$ cat config.mk
export PLATFORM = sky130hd
export DESIGN_NAME = msb_config_bank
export DESIGN_NICKNAME = d
export VERILOG_FILES = /design/src/rtl/msb_pkg.sv /design/src/rtl/msb_config_bank.sv
export SDC_FILE = /design/constraint.sdc
export NUM_CORES = 1
export LEC_CHECK = 0
export ABC_AREA = 1
export BUFFER_PORTS_ARGS = -buffer_cell sky130_fd_sc_hd__buf_2
export CAP_MARGIN = 20
export CORE_MARGIN = 10
export CORE_UTILIZATION = 49
export CTS_CLUSTER_DIAMETER = 80
export DETAILED_ROUTE_END_ITERATION = 16
export PLACE_DENSITY = 0.86
export REMOVE_ABC_BUFFERS = 1
export SLEW_MARGIN = 10
export SYNTH_ARGS = -nofsm -noshare
export SYNTH_HDL_FRONTEND = slang
export SYNTH_SLANG_ARGS = --single-unit
$ cat constraint.sdc
create_clock -name clk_i -period 1.6 [get_ports clk_i]
set_input_delay 0.08 -clock clk_i [delete_from_list [all_inputs] [get_ports clk_i]]
set_output_delay 0.08 -clock clk_i [all_outputs]
set_load 0.005 [all_outputs]
$ cat src/rtl/msb_pkg.sv
// Constants shared by the motor start-up configuration bank
package msb_pkg;

    // Clock and time base
    localparam int CLK_FREQ_HZ = 50_000_000;
    localparam int MS_PER_S = 1000;
    localparam int STAT_WIN_BASE_MS = 80;

    // Register byte addresses
    localparam logic [7:0] ADR_START = 8'h23;
    localparam logic [7:0] ADR_DRIVE = 8'h24;
    localparam logic [7:0] ADR_ACCEL = 8'h25;
    localparam logic [7:0] ADR_HANDOVER = 8'h26;
    localparam logic [7:0] ADR_FAULT = 8'h27;
    localparam logic [7:0] RD_UNMAPPED = 8'h00;

    // Reset values
    localparam logic [7:0] RST_START = 8'h00;
    localparam logic [7:0] RST_DRIVE = 8'h00;
    localparam logic [7:0] RST_ACCEL = 8'h00;
    localparam logic [7:0] RST_HANDOVER = 8'h00;
    localparam logic [7:0] RST_FAULT = 8'h00;

    // Field positions, start_detect_options
    localparam int STJ_HI = 7, STJ_LO = 6;
    localparam int ADV_HI = 5, ADV_LO = 4;
    localparam int ISD_EN_BIT = 3;
    localparam int REV_EN_BIT = 2;
    localparam int REV_THR_HI = 1, REV_THR_LO = 0;
    // open_loop_drive_options
    localparam int OLC_HI = 7, OLC_LO = 6;
    localparam int RAMP_HI = 5, RAMP_LO = 3;
    localparam int BRK_HI = 2, BRK_LO = 0;
    // startup_accel_options
    localparam int COEF_HI = 7, COEF_LO = 6;
    localparam int ACC2_HI = 5, ACC2_LO = 3;
    localparam int ACC1_HI = 2, ACC1_LO = 0;
    // handover_align_options
    localparam int HO_HI = 7, HO_LO = 3;
    localparam int ALIGN_HI = 2, ALIGN_LO = 0;
    // fault_enable_options
    localparam int NOMOTOR_BIT = 7;
    localparam int LOCK_KT_BIT = 6;
    localparam int LOCK_SPD_BIT = 5;
    localparam int LOCK_ILIM_BIT = 4;
    localparam int AVS_IND_BIT = 3;
    localparam int AVS_MECH_BIT = 2;
    localparam int AVS_MODE_BIT = 1;
    localparam int REL_MODE_BIT = 0;

    // Decoded settings, units given in the names
    localparam logic [6:0] ADV_STEP_DEG = 7'h1E;
    localparam logic [10:0] OLC_BASE_MA = 11'h0C8;
    localparam logic [11:0] HO_R0_STEP_DHZ = 12'h008;
    localparam logic [11:0] HO_R1_STEP_DHZ = 12'h080;
    localparam logic [9:0] REV_THR_DHZ [4] = '{
        10'h03F, 10'h082, 10'h104, 10'h1FE};
    localparam logic [12:0] RAMP_MVCC_S [8] = '{
        13'h1770, 13'h0BB8, 13'h05DC, 13'h02BC,
        13'h0154, 13'h00A0, 13'h0046, 13'h0017};
    localparam logic [11:0] BRAKE_MS [8] = '{
        12'h000, 12'hA8C, 12'h514, 12'h29E,
        12'h14A, 12'h0A0, 12'h050, 12'h028};
    localparam logic [12:0] ACC2_CHZ_S2 [8] = '{
        13'h1644, 13'h0B54, 13'h0578, 13'h02B2,
        13'h014A, 13'h00A0, 13'h0042, 13'h0016};
    localparam logic [12:0] ACC1_CHZ_S [8] = '{
        13'h1DB0, 13'h0ED8, 13'h076C, 13'h0398,
        13'h01C2, 13'h00D2, 13'h005A, 13'h001E};

endpackage

$ cat src/rtl/msb_config_bank.sv
// Start-up and protection configuration bank with its decode logic
// How it works
// - Stationary when no zero cross within 80 to 640 ms, doubling per code.
// - Advance angle after position sensing is 30, 60, 90 or 120 degrees.
// - Initial speed detection runs only while its enable bit is one.
// - Reverse drive of a backward spinning motor only when enabled.
// - Reverse drive or braking starts at or below 6.3, 13, 26 or 51 Hz.
// - Open-loop current is 0.2, 0.4, 0.8 or 1.6 A.
// - Open-loop current ramp from 6 down to 0.023 supply volts per second.
// - Brake code zero disables braking; others pick 2.7 s down to 0.04 s.
// - Second-order start acceleration from 57 down to 0.22 Hz/s squared.
// - First-order start acceleration from 76 down to 0.3 Hz/s.
// - Handover high range is n plus one times 12.8 Hz.
// - No-motor fault reported only while its enable bit is high.
// - Abnormal back-EMF constant locks only while its enable is high.
// - Abnormal speed locks only while its enable bit is high.
// - Lock current limit locks only while its enable bit is high.
// - Inductive surge guard acts only when its enable bit is high.
// - Mechanical surge guard acts only when its enable bit is high.
// - Release after sensing brakes at zero, floats outputs at one.
`timescale 1ns/10ps
`default_nettype none

module msb_config_bank
    import msb_pkg::*;
#(
    parameter int CYC_PER_MS = CLK_FREQ_HZ / MS_PER_S
) (
    input wire logic clk_i,
    input wire logic sys_rst_i,
    // Register port
    input wire logic [7:0] reg_addr_i,
    input wire logic reg_wr_i,
    input wire logic [7:0] reg_wdata_i,
    input wire logic reg_rd_i,
    output logic [7:0] reg_rdata_o,
    output logic reg_rvalid_o,
    // Motor-side status from the drive core
    input wire logic isd_phase_i,
    input wire logic zero_cross_i,
    input wire logic reverse_spin_i,
    input wire logic [9:0] motor_freq_dhz_i,
    input wire logic open_loop_i,
    input wire logic [11:0] open_loop_freq_dhz_i,
    input wire logic no_motor_evt_i,
    input wire logic kt_abnormal_evt_i,
    input wire logic speed_abnormal_evt_i,
    input wire logic lock_ilimit_evt_i,
    input wire logic sense_release_i,
    // Initial speed detection
    output logic initial_speed_detect_o,
    output logic motor_stationary_o,
    output logic [9:0] stationary_window_ms_o,
    // Start-up settings
    output logic [6:0] post_sense_advance_deg_o,
    output logic [9:0] reverse_drive_threshold_dhz_o,
    output logic reverse_drive_go_o,
    output logic brake_go_o,
    output logic brake_enable_o,
    output logic [11:0] brake_duration_ms_o,
    output logic [10:0] open_loop_current_ma_o,
    output logic [12:0] open_loop_current_ramp_o,
    output logic [12:0] startup_accel_second_order_o,
    output logic [12:0] startup_accel_first_order_o,
    output logic [1:0] ctrl_coef_code_o,
    output logic [2:0] align_time_code_o,
    output logic [11:0] loop_handover_dhz_o,
    output logic loop_handover_valid_o,
    output logic loop_handover_go_o,
    // Protection
    output logic no_motor_fault_o,
    output logic lock_kt_o,
    output logic lock_speed_o,
    output logic lock_ilimit_o,
    output logic lock_any_o,
    output logic inductive_surge_guard_o,
    output logic mechanical_surge_guard_o,
    output logic surge_clamp_24v_o,
    output logic release_brake_o,
    output logic release_hiz_o
);

    localparam int PW = (CYC_PER_MS > 1) ? $clog2(CYC_PER_MS) : 1;
    localparam logic [PW-1:0] PRESC_LAST = PW'(CYC_PER_MS - 1);
    localparam logic [9:0] MS_MAX = 10'h3FF;

    if (CYC_PER_MS < 1) begin : g_bad_presc
        $error("CYC_PER_MS must be at least one");
    end

    ////////////////////////////////////////////////////////////////////
    // Handover frequency decode
    function automatic logic [11:0] handover_dhz(input logic [4:0] c);
        logic [11:0] n;
        n = {8'h00, c[3:0]};
        if (c[4]) begin
            handover_dhz = 12'((n + 12'h001) * HO_R1_STEP_DHZ);
        end else begin
            handover_dhz = 12'(n * HO_R0_STEP_DHZ);
        end
    endfunction

    ////////////////////////////////////////////////////////////////////
    // Register storage
    logic [7:0] start_detect_options_q;
    logic [7:0] open_loop_drive_options_q;
    logic [7:0] startup_accel_options_q;
    logic [7:0] handover_align_options_q;
    logic [7:0] fault_enable_options_q;

    always_ff @(posedge clk_i) begin
        if (sys_rst_i) begin
            start_detect_options_q <= RST_START;
            open_loop_drive_options_q <= RST_DRIVE;
            startup_accel_options_q <= RST_ACCEL;
            handover_align_options_q <= RST_HANDOVER;
            fault_enable_options_q <= RST_FAULT;
        end else if (reg_wr_i) begin
            // Writes to other addresses are dropped silently
            if (reg_addr_i == ADR_START) begin
                start_detect_options_q <= reg_wdata_i;
            end else if (reg_addr_i == ADR_DRIVE) begin
                open_loop_drive_options_q <= reg_wdata_i;
            end else if (reg_addr_i == ADR_ACCEL) begin
                startup_accel_options_q <= reg_wdata_i;
            end else if (reg_addr_i == ADR_HANDOVER) begin
                handover_align_options_q <= reg_wdata_i;
            end else if (reg_addr_i == ADR_FAULT) begin
                fault_enable_options_q <= reg_wdata_i;
            end
        end
    end

    logic [7:0] rdata_q;
    logic rvalid_q;

    always_ff @(posedge clk_i) begin
        if (sys_rst_i) begin
            rdata_q <= RD_UNMAPPED;
            rvalid_q <= 1'b0;
        end else begin
            rvalid_q <= reg_rd_i;
            if (reg_rd_i) begin
                if (reg_addr_i == ADR_START) begin
                    rdata_q <= start_detect_options_q;
                end else if (reg_addr_i == ADR_DRIVE) begin
                    rdata_q <= open_loop_drive_options_q;
                end else if (reg_addr_i == ADR_ACCEL) begin
                    rdata_q <= startup_accel_options_q;
                end else if (reg_addr_i == ADR_HANDOVER) begin
                    rdata_q <= handover_align_options_q;
                end else if (reg_addr_i == ADR_FAULT) begin
                    rdata_q <= fault_enable_options_q;
                end else begin
                    rdata_q <= RD_UNMAPPED;
                end
            end
        end
    end

    assign reg_rdata_o = rdata_q;
    assign reg_rvalid_o = rvalid_q;

    ////////////////////////////////////////////////////////////////////
    // Field views
    logic [1:0] stj_code;
    logic isd_en;
    logic rev_en;
    logic [2:0] brk_code;
    logic [4:0] ho_code;
    logic isd_active;

    assign stj_code = start_detect_options_q[STJ_HI:STJ_LO];
    assign isd_en = start_detect_options_q[ISD_EN_BIT];
    assign rev_en = start_detect_options_q[REV_EN_BIT];
    assign brk_code = open_loop_drive_options_q[BRK_HI:BRK_LO];
    assign ho_code = handover_align_options_q[HO_HI:HO_LO];
    assign isd_active = isd_phase_i & isd_en;

    ////////////////////////////////////////////////////////////////////
    // Stationary judgement timer
    // A millisecond prescaler keeps the window counter narrow; the
    // window is thus resolved to one millisecond, well inside 80 ms.
    logic [PW-1:0] presc_q;
    logic [9:0] quiet_ms_q;
    logic [9:0] window_ms;

    assign window_ms = STAT_WIN_BASE_MS[9:0] << stj_code;

    always_ff @(posedge clk_i) begin
        if (sys_rst_i || !isd_active || zero_cross_i) begin
            presc_q <= '0;
            quiet_ms_q <= '0;
        end else if (presc_q == PRESC_LAST) begin
            presc_q <= '0;
            if (quiet_ms_q != MS_MAX) begin
                quiet_ms_q <= quiet_ms_q + 10'h001;
            end
        end else begin
            presc_q <= presc_q + PW'(1);
        end
    end

    always_ff @(posedge clk_i) begin
        if (sys_rst_i) begin
            motor_stationary_o <= 1'b0;
            initial_speed_detect_o <= 1'b0;
            stationary_window_ms_o <= '0;
        end else begin
            initial_speed_detect_o <= isd_active;
            stationary_window_ms_o <= window_ms;
            // no zero cross for the whole window
            motor_stationary_o <= isd_active && !zero_cross_i &&
                                  (quiet_ms_q >= window_ms);
        end
    end

    ////////////////////////////////////////////////////////////////////
    // Start-up settings decode
    logic [9:0] rev_thr;
    logic rev_slow;

    assign rev_thr =
        REV_THR_DHZ[start_detect_options_q[REV_THR_HI:REV_THR_LO]];
    assign rev_slow = reverse_spin_i && (motor_freq_dhz_i <= rev_thr);

    always_ff @(posedge clk_i) begin
        if (sys_rst_i) begin
            post_sense_advance_deg_o <= '0;
            reverse_drive_threshold_dhz_o <= '0;
            reverse_drive_go_o <= 1'b0;
            brake_go_o <= 1'b0;
            brake_enable_o <= 1'b0;
            brake_duration_ms_o <= '0;
            open_loop_current_ma_o <= '0;
            open_loop_current_ramp_o <= '0;
            startup_accel_second_order_o <= '0;
            startup_accel_first_order_o <= '0;
            ctrl_coef_code_o <= '0;
            align_time_code_o <= '0;
        end else begin
            post_sense_advance_deg_o <= 7'(ADV_STEP_DEG *
                ({5'h00, start_detect_options_q[ADV_HI:ADV_LO]} + 7'h01));
            reverse_drive_threshold_dhz_o <= rev_thr;
            reverse_drive_go_o <= rev_slow && rev_en;
            // braking when reverse drive is off
            brake_go_o <= rev_slow && !rev_en && (brk_code != 3'h0);
            brake_enable_o <= (brk_code != 3'h0);
            brake_duration_ms_o <= BRAKE_MS[brk_code];
            open_loop_current_ma_o <= OLC_BASE_MA <<
                open_loop_drive_options_q[OLC_HI:OLC_LO];
            open_loop_current_ramp_o <=
                RAMP_MVCC_S[open_loop_drive_options_q[RAMP_HI:RAMP_LO]];
            startup_accel_second_order_o <=
                ACC2_CHZ_S2[startup_accel_options_q[ACC2_HI:ACC2_LO]];
            startup_accel_first_order_o <=
                ACC1_CHZ_S[startup_accel_options_q[ACC1_HI:ACC1_LO]];
            ctrl_coef_code_o <= startup_accel_options_q[COEF_HI:COEF_LO];
            align_time_code_o <=
                handover_align_options_q[ALIGN_HI:ALIGN_LO];
        end
    end

    ////////////////////////////////////////////////////////////////////
    // Open to closed loop handover
    logic [11:0] ho_dhz;
    logic ho_valid;

    assign ho_dhz = handover_dhz(ho_code);
    assign ho_valid = (ho_code != 5'h00);

    always_ff @(posedge clk_i) begin
        if (sys_rst_i) begin
            loop_handover_dhz_o <= '0;
            loop_handover_valid_o <= 1'b0;
            loop_handover_go_o <= 1'b0;
        end else begin
            loop_handover_dhz_o <= ho_dhz;
            loop_handover_valid_o <= ho_valid;
            loop_handover_go_o <= open_loop_i && ho_valid &&
                                  (open_loop_freq_dhz_i >= ho_dhz);
        end
    end

    ////////////////////////////////////////////////////////////////////
    // Fault and lock gating
    // Disabled events are discarded, not held: enabling a detector
    // later does not raise a stale fault.
    logic nm_f;
    logic kt_f;
    logic spd_f;
    logic il_f;

    assign nm_f = no_motor_evt_i & fault_enable_options_q[NOMOTOR_BIT];
    assign kt_f = kt_abnormal_evt_i & fault_enable_options_q[LOCK_KT_BIT];
    assign spd_f = speed_abnormal_evt_i &
                   fault_enable_options_q[LOCK_SPD_BIT];
    assign il_f = lock_ilimit_evt_i & fault_enable_options_q[LOCK_ILIM_BIT];

    always_ff @(posedge clk_i) begin
        if (sys_rst_i) begin
            no_motor_fault_o <= 1'b0;
            lock_kt_o <= 1'b0;
            lock_speed_o <= 1'b0;
            lock_ilimit_o <= 1'b0;
            lock_any_o <= 1'b0;
        end else begin
            no_motor_fault_o <= nm_f;
            lock_kt_o <= kt_f;
            lock_speed_o <= spd_f;
            lock_ilimit_o <= il_f;
            lock_any_o <= nm_f | kt_f | spd_f | il_f;
        end
    end

    ////////////////////////////////////////////////////////////////////
    // Surge guard and release mode
    always_ff @(posedge clk_i) begin
        if (sys_rst_i) begin
            inductive_surge_guard_o <= 1'b0;
            mechanical_surge_guard_o <= 1'b0;
            surge_clamp_24v_o <= 1'b0;
            release_brake_o <= 1'b0;
            release_hiz_o <= 1'b0;
        end else begin
            inductive_surge_guard_o <= fault_enable_options_q[AVS_IND_BIT];
            mechanical_surge_guard_o <=
                fault_enable_options_q[AVS_MECH_BIT];
            // clamp level only while guard is on
            surge_clamp_24v_o <= fault_enable_options_q[AVS_MECH_BIT] &
                                 fault_enable_options_q[AVS_MODE_BIT];
            release_brake_o <= sense_release_i &
                               !fault_enable_options_q[REL_MODE_BIT];
            release_hiz_o <= sense_release_i &
                             fault_enable_options_q[REL_MODE_BIT];
        end
    end

endmodule

`default_nettype wire

==> results of run 1 <==
==> state kept, by name (all words and copies together) (netlist names), 6 cells and up <==
signal / count
brake_duration_ms_o: 11
fault_enable_options_q: 8
handover_align_options_q: 8
loop_handover_dhz_o: 9
open_loop_current_ma_o: 8
open_loop_current_ramp_o: 13
open_loop_drive_options_q: 8
post_sense_advance_deg_o: 6
presc_q: 16
quiet_ms_q: 10
reg_rdata_o: 8
reverse_drive_threshold_dhz_o: 7
start_detect_options_q: 8
startup_accel_first_order_o: 12
startup_accel_options_q: 8
startup_accel_second_order_o: 12
stationary_window_ms_o: 6
==> placed cells by master (no fill, tap or decap), drive strengths merged <==
cell / n
buf: 193
dfxtp: 181
nor2: 179
nand2: 163
inv: 92
nand3: 83
ha: 60
a21oi: 56
o21ai: 53
clkbuf: 18
dlygate4sd3: 17
conb: 16
nor3: 13
nand4: 8
xor2: 7
clkinv: 6
nand3b: 5
o22ai: 5
or2: 5
clkinvlp: 3
diode: 2
a31o: 2
xnor2: 2
nor3b: 2
a21o: 2
a211oi: 1
and3: 1
o211ai: 1
o21a: 1
a41oi: 1
o31ai: 1
fa: 1
==> routing by layer <==
layer  vias to the layer above  track usage [%]  wire [microns]
li1                       3487                -               -
met4                         0            8.622             707
met2                       284            33.43           10700
met5                         -                0               0
met3                        51            6.419            1857
met1                      3243            21.29            8684
==> stage by stage <==
stage | TNS (ps) | std cells
floorplan | -102.2 | 935
global placement | -27.79 | 1344
detailed placement | -388.5 | 1344
CTS | -19.05 | 1393
global route | -265.1 | 1395
finish | -81.18 | 1396
==> report_power, final <==
group	total [uW]	internal [uW]	switching (uW)	leakage, uW
clock	4130	2130	2000	0.000282
combinational	539	214	325	0.00289
sequential	4580	4560	22.3	0.00148
total	9250	6910	2350	0.00465
==> what timing repair did <==
item	4_1_cts	5_1_grt
gates cloned	0	1
pin swaps	10	17
resized for setup	15	35
hold buffers	17	0
endpoints found under the setup margin	3	17
endpoints found under the hold margin	36	0
==> area by class of cell <==
cell class / instances / share of cell area (%)
multi-input cells: 668 / 39.38
clock inverters: 14 / 1.614
flip-flops and latches: 181 / 36.37
well taps: 216 / 2.703
clock buffers: 18 / 4.392
repair buffers: 210 / 12.05
diodes: 2 / 0.05006
inverters: 87 / 3.441
==> logic make-up after synthesis <==
logic type / after synthesis / share of synthesized area, %
AND/OR/NAND/NOR: 458 / 27.55
AO/OA/AOI/OAI: 123 / 8.159
buffers and inverters: 133 / 7.891
adder cells (fa/ha/maj): 61 / 9.702
other: 2 / 0.09454
flip-flops: 181 / 45.61
XOR/XNOR: 9 / 0.9923
==> worst reg2reg max path, stage by stage, from the launching register on <==
cell and delay, ps:
dfxtp_4 360, ha_4 160, nand2_2 70, inv_2 50, nor2_1 80, o21ai_1 90
ha_1 300, nand2_1 70, nor2_2 130, nand3b_1 110, nand4_1 110, nand2_1 60
inv_1 50
==> worst paths after layout <==
path	from	end	slack, ps
worst max-delay path	handover_align_options_q[3]	loop_handover_go_o	-80
worst min-delay path	open_loop_freq_dhz_i[2]	loop_handover_go_o	30
worst max register to register	handover_align_options_q[3]	loop_handover_go_o	-80
worst min register to register	fault_enable_options_q[3]	inductive_surge_guard_o	450
==> key figures, run 1 <==
Run status
  – Outcome: complete, but fails checks
  – Failing checks: setup timing

Power and ir drop
  – P_leak: 0.004650 uW
  – Total power: 9252 uW
  – Peak VDD IR: 827.4 uV
  – Power per cell area: 925.3 mW/mm^2

Setup path
  – Most used cell, CP: nand2_1
  – Crit-path max cell delay: 360 ps
  – Cell family with most CP delay: simple AND/OR/NAND/NOR gates
  – Critical Path Stages: 12
  – Kind of critical path: flop to flop
  – Crit path max fanout: 3
  – Crit end category: flop
  – Crit path max-delay cell type: dfxtp_4
  – Worst Path Arrival: 2080 ps
  – Worst path cell trace: ha_4 > nand2_2 > inv_2 > nor2_1 > o21ai_1 > ha_1 > nand2_1 > nor2_2 > nand3b_1 > nand4_1 > nand2_1 > inv_1
  – Reg2reg path depth: 12
  – Critical path buffers and inverters: 2
  – CP required: 2000 ps
  – Critical path startpoint category: flop

Floorplan
  – Starting density of the core: 50.01%
  – Rows: 46
  – Ports: 183
  – Die Wd: 147.3 microns
  – DIE AREA: 0.02170 sq mm
  – Core Region: 0.01589 sq mm
  – Die Ht: 147.3 microns

Global routing
  – Largest net degree at the start of global routing: 43
  – Antenna violations before repair: 2
  – Number of global-route vias before repair: 7,059
  – Remaining Overflow, GRT: 0
  – First-pass GRT wire length: 34,360 microns
  – Total GRT Usage: 19.41%

STA
  – Post-route clock period utilization: 105.1%
  – Final Hold Fails: 0
  – Setup violators final: 1
  – Crit path time final: 1681 ps
  – F_max: 0.5948 GHz
  – Worst Clk Skew: 10.42 ps
  – Final worst slack: -81.18 ps
  – RSZ-0062 raised after global routing: true
  – Final hold slack: 30.72 ps
  – Max Slew Vio Count: 0

Cells and area
  – Final instance area: 0.009998 sq mm
  – Synth-to-Final Area Change: 25.86%
  – Nets: 1,277
  – Fin util: 62.94%
  – FF/Latch Area: 0.003636 sq mm
  – Share of cells above drive strength 1: 26.83%
  – Filler cells: 1,313
  – Area of the multi-input gates: 0.003938 sq mm

CTS
  – Worst skew pair latency: 440 ps
  – Clk slew on worst S/H paths: 80 ps
  – Clock Path Buffers: 2
  – CTS Buf Count: 17
  – H-tree levels: 4
  – Setup bufs post-CTS: 0
  – Clk Tree Root Cell: clkbuf_16
  – CTS tree: yes
  – Clk sinks: 181

Logic synthesis
  – FF+latch count, synth: 181
  – Dominant synthesized flop cell: dfxtp_1
  – Cell type with the largest total area after synthesis: dfxtp_1
  – Avg Cell Area, Syn: 8.215 sq um
  – Post-synth EDFFs: 0
  – Most frequent cells after synthesis: dfxtp_1 (181), nor2_1 (157), nand2_1 (149)
  – Post-synthesis sequential area ratio: 45.61%
  – Synth unique cells: 47
  – YS warnings: 0
  – Mapped Area: 0.007944 sq mm
  – Top cells by area, synth: dfxtp_1 (46%), ha_1 (9.5%), nor2_1 (7.4%)
  – Yosys top cell area share: 45.61%
  – Async S/R FF share, synth: 0%
  – Most common cell in the netlist: dfxtp_1
  – Synth Instances: 967

Placement
  – Hpwl dp: 16,110 microns
  – DP Worst Slack: -132.0 ps
  – Port Buffers: 167
  – GPL Wtd Cong: 0.9125
  – Post-DP Area: 0.009015 sq mm

Drt
  – DRT Pass-1 Iters: 6
  – Residual DRC count: 0
  – Vias/cell: 5.061
  – Post-DR wirelength/cell: 15.72 microns
  – Final wirelength: 21,950 microns
  – Routed Antenna Nets: 0
  – First-iteration detailed-routing DRC count: 475
  – Via Count: 7,065

Hold path
  – Hold crit path type: input port to flop
  – Hold Path Depth: 6

Run
  – Number of max-cap violations: 0
Note: power is estimated with default switching activity, not from simulation.
==> run 2, diff against run 1 <==
Settings changed: CELL_PAD_IN_SITES_DETAIL_PLACEMENT set to 2, CELL_PAD_IN_SITES_GLOBAL_PLACEMENT set to 2, CORE_UTILIZATION 49 to 28.
==> run 2 against run 1 <==
The run still ends with setup timing left. Non-clock buffer count grew 20. Wire length increased by 42%. Critical path type unchanged. Clock skew up 1.2 ps. Highest routed layer is now met5. First-iteration DRC count is 32% lower.
==> key figures, run 2 (synthesis results as in run 1) <==
CTS
  – Worst skew pair latency: 440 ps (about the same)
  – H-tree levels: 4 (unchanged)
  – Clk slew on worst S/H paths: 80 ps (about the same)
  – CTS Buf Count: 17 (unchanged)
  – Clk sinks: 181 (unchanged)
  – Clk Tree Root Cell: clkbuf_16
  – CTS tree: yes
  – Clock Path Buffers: 2 (unchanged)

STA
  – Setup violators final: 4 (+3)
  – Max Slew Vio Count: 0 (unchanged)
  – Post-route clock period utilization: 106.9% (+1.8 points)
  – Final worst slack: -110.4 ps (-29.19 ps)
  – Crit path time final: 1710 ps (+29.19 ps)
  – RSZ-0062 raised after global routing: true
  – Final hold slack: 16.85 ps (-13.87 ps)
  – F_max: 0.5847 GHz (-1.7%)
  – Worst Clk Skew: 11.66 ps (+1.231 ps)
  – Final Hold Fails: 0 (unchanged)

Drt
  – Post-DR wirelength/cell: 19.72 microns (+25%)
  – Residual DRC count: 0 (unchanged)
  – Vias/cell: 4.693 (-7.3%)
  – Via Count: 7,406 (+4.8%)
  – First-iteration detailed-routing DRC count: 321 (-32%)
  – DRT Pass-1 Iters: 4 (-2)
  – Final wirelength: 31,110 microns (+42%)
  – Routed Antenna Nets: 0 (unchanged)

Placement
  – GPL Wtd Cong: 0.8303 (-9.0%)
  – DP Worst Slack: -250.7 ps (-118.7 ps)
  – Port Buffers: 167 (unchanged)
  – Hpwl dp: 21,920 microns (+36%)

Setup path
  – Critical path startpoint category: flop
  – Reg2reg path depth: 12 (unchanged)
  – Crit end category: flop
  – Worst Path Arrival: 2100 ps (+20 ps)
  – Critical R2R Launch: handover_align_options_q[3]
  – CP required: 1990 ps (about the same)
  – Setup slack, reg-to-reg: -110 ps (-30 ps)
  – Kind of critical path: flop to flop
  – Crit path max fanout: 3 (unchanged)
  – Worst R2R End: loop_handover_dhz_o[9]

Cells and area
  – Share of cells above drive strength 1: 30.83% (+4.0 points)
  – Synth-to-Final Area Change: 33.52%
  – Most common cell after layout, fill and taps aside: dfxtp_1
  – Nets: 1,296 (+1.5%)
  – Biggest register: presc_q
  – Largest regs: presc_q x16, open_loop_current_ramp_o x13
  – Largest register FFs: 16 (unchanged)
  – Most frequent cells in the layout: dfxtp_1 (170), buf_2 (167), nor2_1 (145), nand2_1 (135), inv_1 (73)

Global routing
  – Largest net degree at the start of global routing: 46 (+7.0%)
  – Total GRT Usage: 16.95% (-2.5 points)
  – Number of global-route vias before repair: 8,343 (+18%)
  – Remaining Overflow, GRT: 0 (unchanged)
  – Antenna violations before repair: 4 (+2)
  – First-pass GRT wire length: 47,640 microns (+39%)

Floorplan
  – Die Ht: 188.4 microns (+28%)
  – DIE AREA: 0.03551 sq mm (+64%)
  – Die Wd: 188.4 microns (+28%)
  – Ports: 183 (unchanged)
  – Core Region: 0.02786 sq mm (+75%)
  – Starting density of the core: 28.52% (-21 points)
  – Rows: 61 (+33%)

Hold path
  – Hold Path Depth: 6 (unchanged)
  – Hold path start: open_loop_freq_dhz_i[2]
  – Hold crit path type: input port to flop
  – Worst hold path endpoint: loop_handover_go_o

Power and ir drop
  – Total power: 10,060 uW (+8.8%)
  – P_leak: 0.004809 uW (+3.4%)
  – Peak VDD IR: 520.0 uV (-37%)
  – Power per cell area: 948.9 mW/mm^2 (+2.5%)

Run
  – Number of max-cap violations: 0 (unchanged)

Run status
  – Failing checks: setup timing
  – Outcome: complete, but fails checks
-- run 2: cell types whose count changed in the layout (fill, tap and decap cells not counted), sizes merged --
cell	delta
bufinv	+5
clkinv	-4
clkbuf	+2
buf	+21
clkinvlp	-1
dlygate4sd3	-1
inv	-2
diode	+1
nor2	-1
-- run 2: layout make-up --
type | count | area, sq um
Sequential cell | 181 | 3642
Inverter | 87 | 346.6
Timing Repair Buffer | 230 | 1390
Tap cell | 378 | 473.0
Clock buffer | 20 | 466.7
Antenna cell | 3 | 7.507
Fill cell | 3142 | 17250
Multi-Input combinational cell | 667 | 4069
Clock inverter | 12 | 211.5
-- run 2: critical path: stages, from the launching register on --
cell and delay, ps:
dfxtp_4 360, ha_4 160, nand2_2 60, inv_2 60, nor2_4 80, o21ai_2 90
buf_4 150, buf_4 120, buf_4 130, buf_4 120, buf_4 120, buf_4 130
nor2_2 60
-- run 2: how the worst max path moves through the flow --
| stage | start | cells past startpoint | endpoint |
|---|---|---|---|
| after floorplan | start_detect_options_q[0] | 10 | reverse_drive_go_o |
| after global placement | handover_align_options_q[3] | 12 | loop_handover_go_o |
| after detailed placement | start_detect_options_q[0] | 12 | reverse_drive_go_o |
| after CTS | handover_align_options_q[4] | 12 | loop_handover_go_o |
| after global routing | handover_align_options_q[3] | 10 | loop_handover_go_o |
| final | handover_align_options_q[3] | 12 | loop_handover_dhz_o[9] |
-- run 2: repair_timing --
action / in CTS / in global routing
endpoints found under the hold margin: 24 / 0
resized for setup: 29 / 57
pin swaps: 7 / 23
buffers inserted: 10 / 1
endpoints found under the setup margin: 5 / 27
hold buffers: 16 / 0
gates cloned: 0 / 0
-- run 2: power by group --
group	switching (uW)	internal (uW)
clock	1930	2930
sequential	25.3	4560
combinational	383	230
-- run 2: stage by stage --
step	TNS, ps	cell area, sq um	cells	utilization [%]
floorplan	-102.2	7714	935	-
global placement	-114.4	9318	1516	33.45
detailed placement	-618.7	9318	1516	33.45
CTS	-91.81	10380	1574	37.25
global route	-632.6	10610	1578	38.07
finish	-296.9	10610	1578	38.07
-- run 2: routing by layer --
layer,vias to the layer above,share of wire [%],GRT usage [%],routed length (microns)
li1,3517,-,-,-
met4,2,2.2,5.769,699
met1,3689,40,18.36,12330
met2,154,53,31.29,16560
met3,44,4.9,4.284,1511
met5,-,0.042,0,13
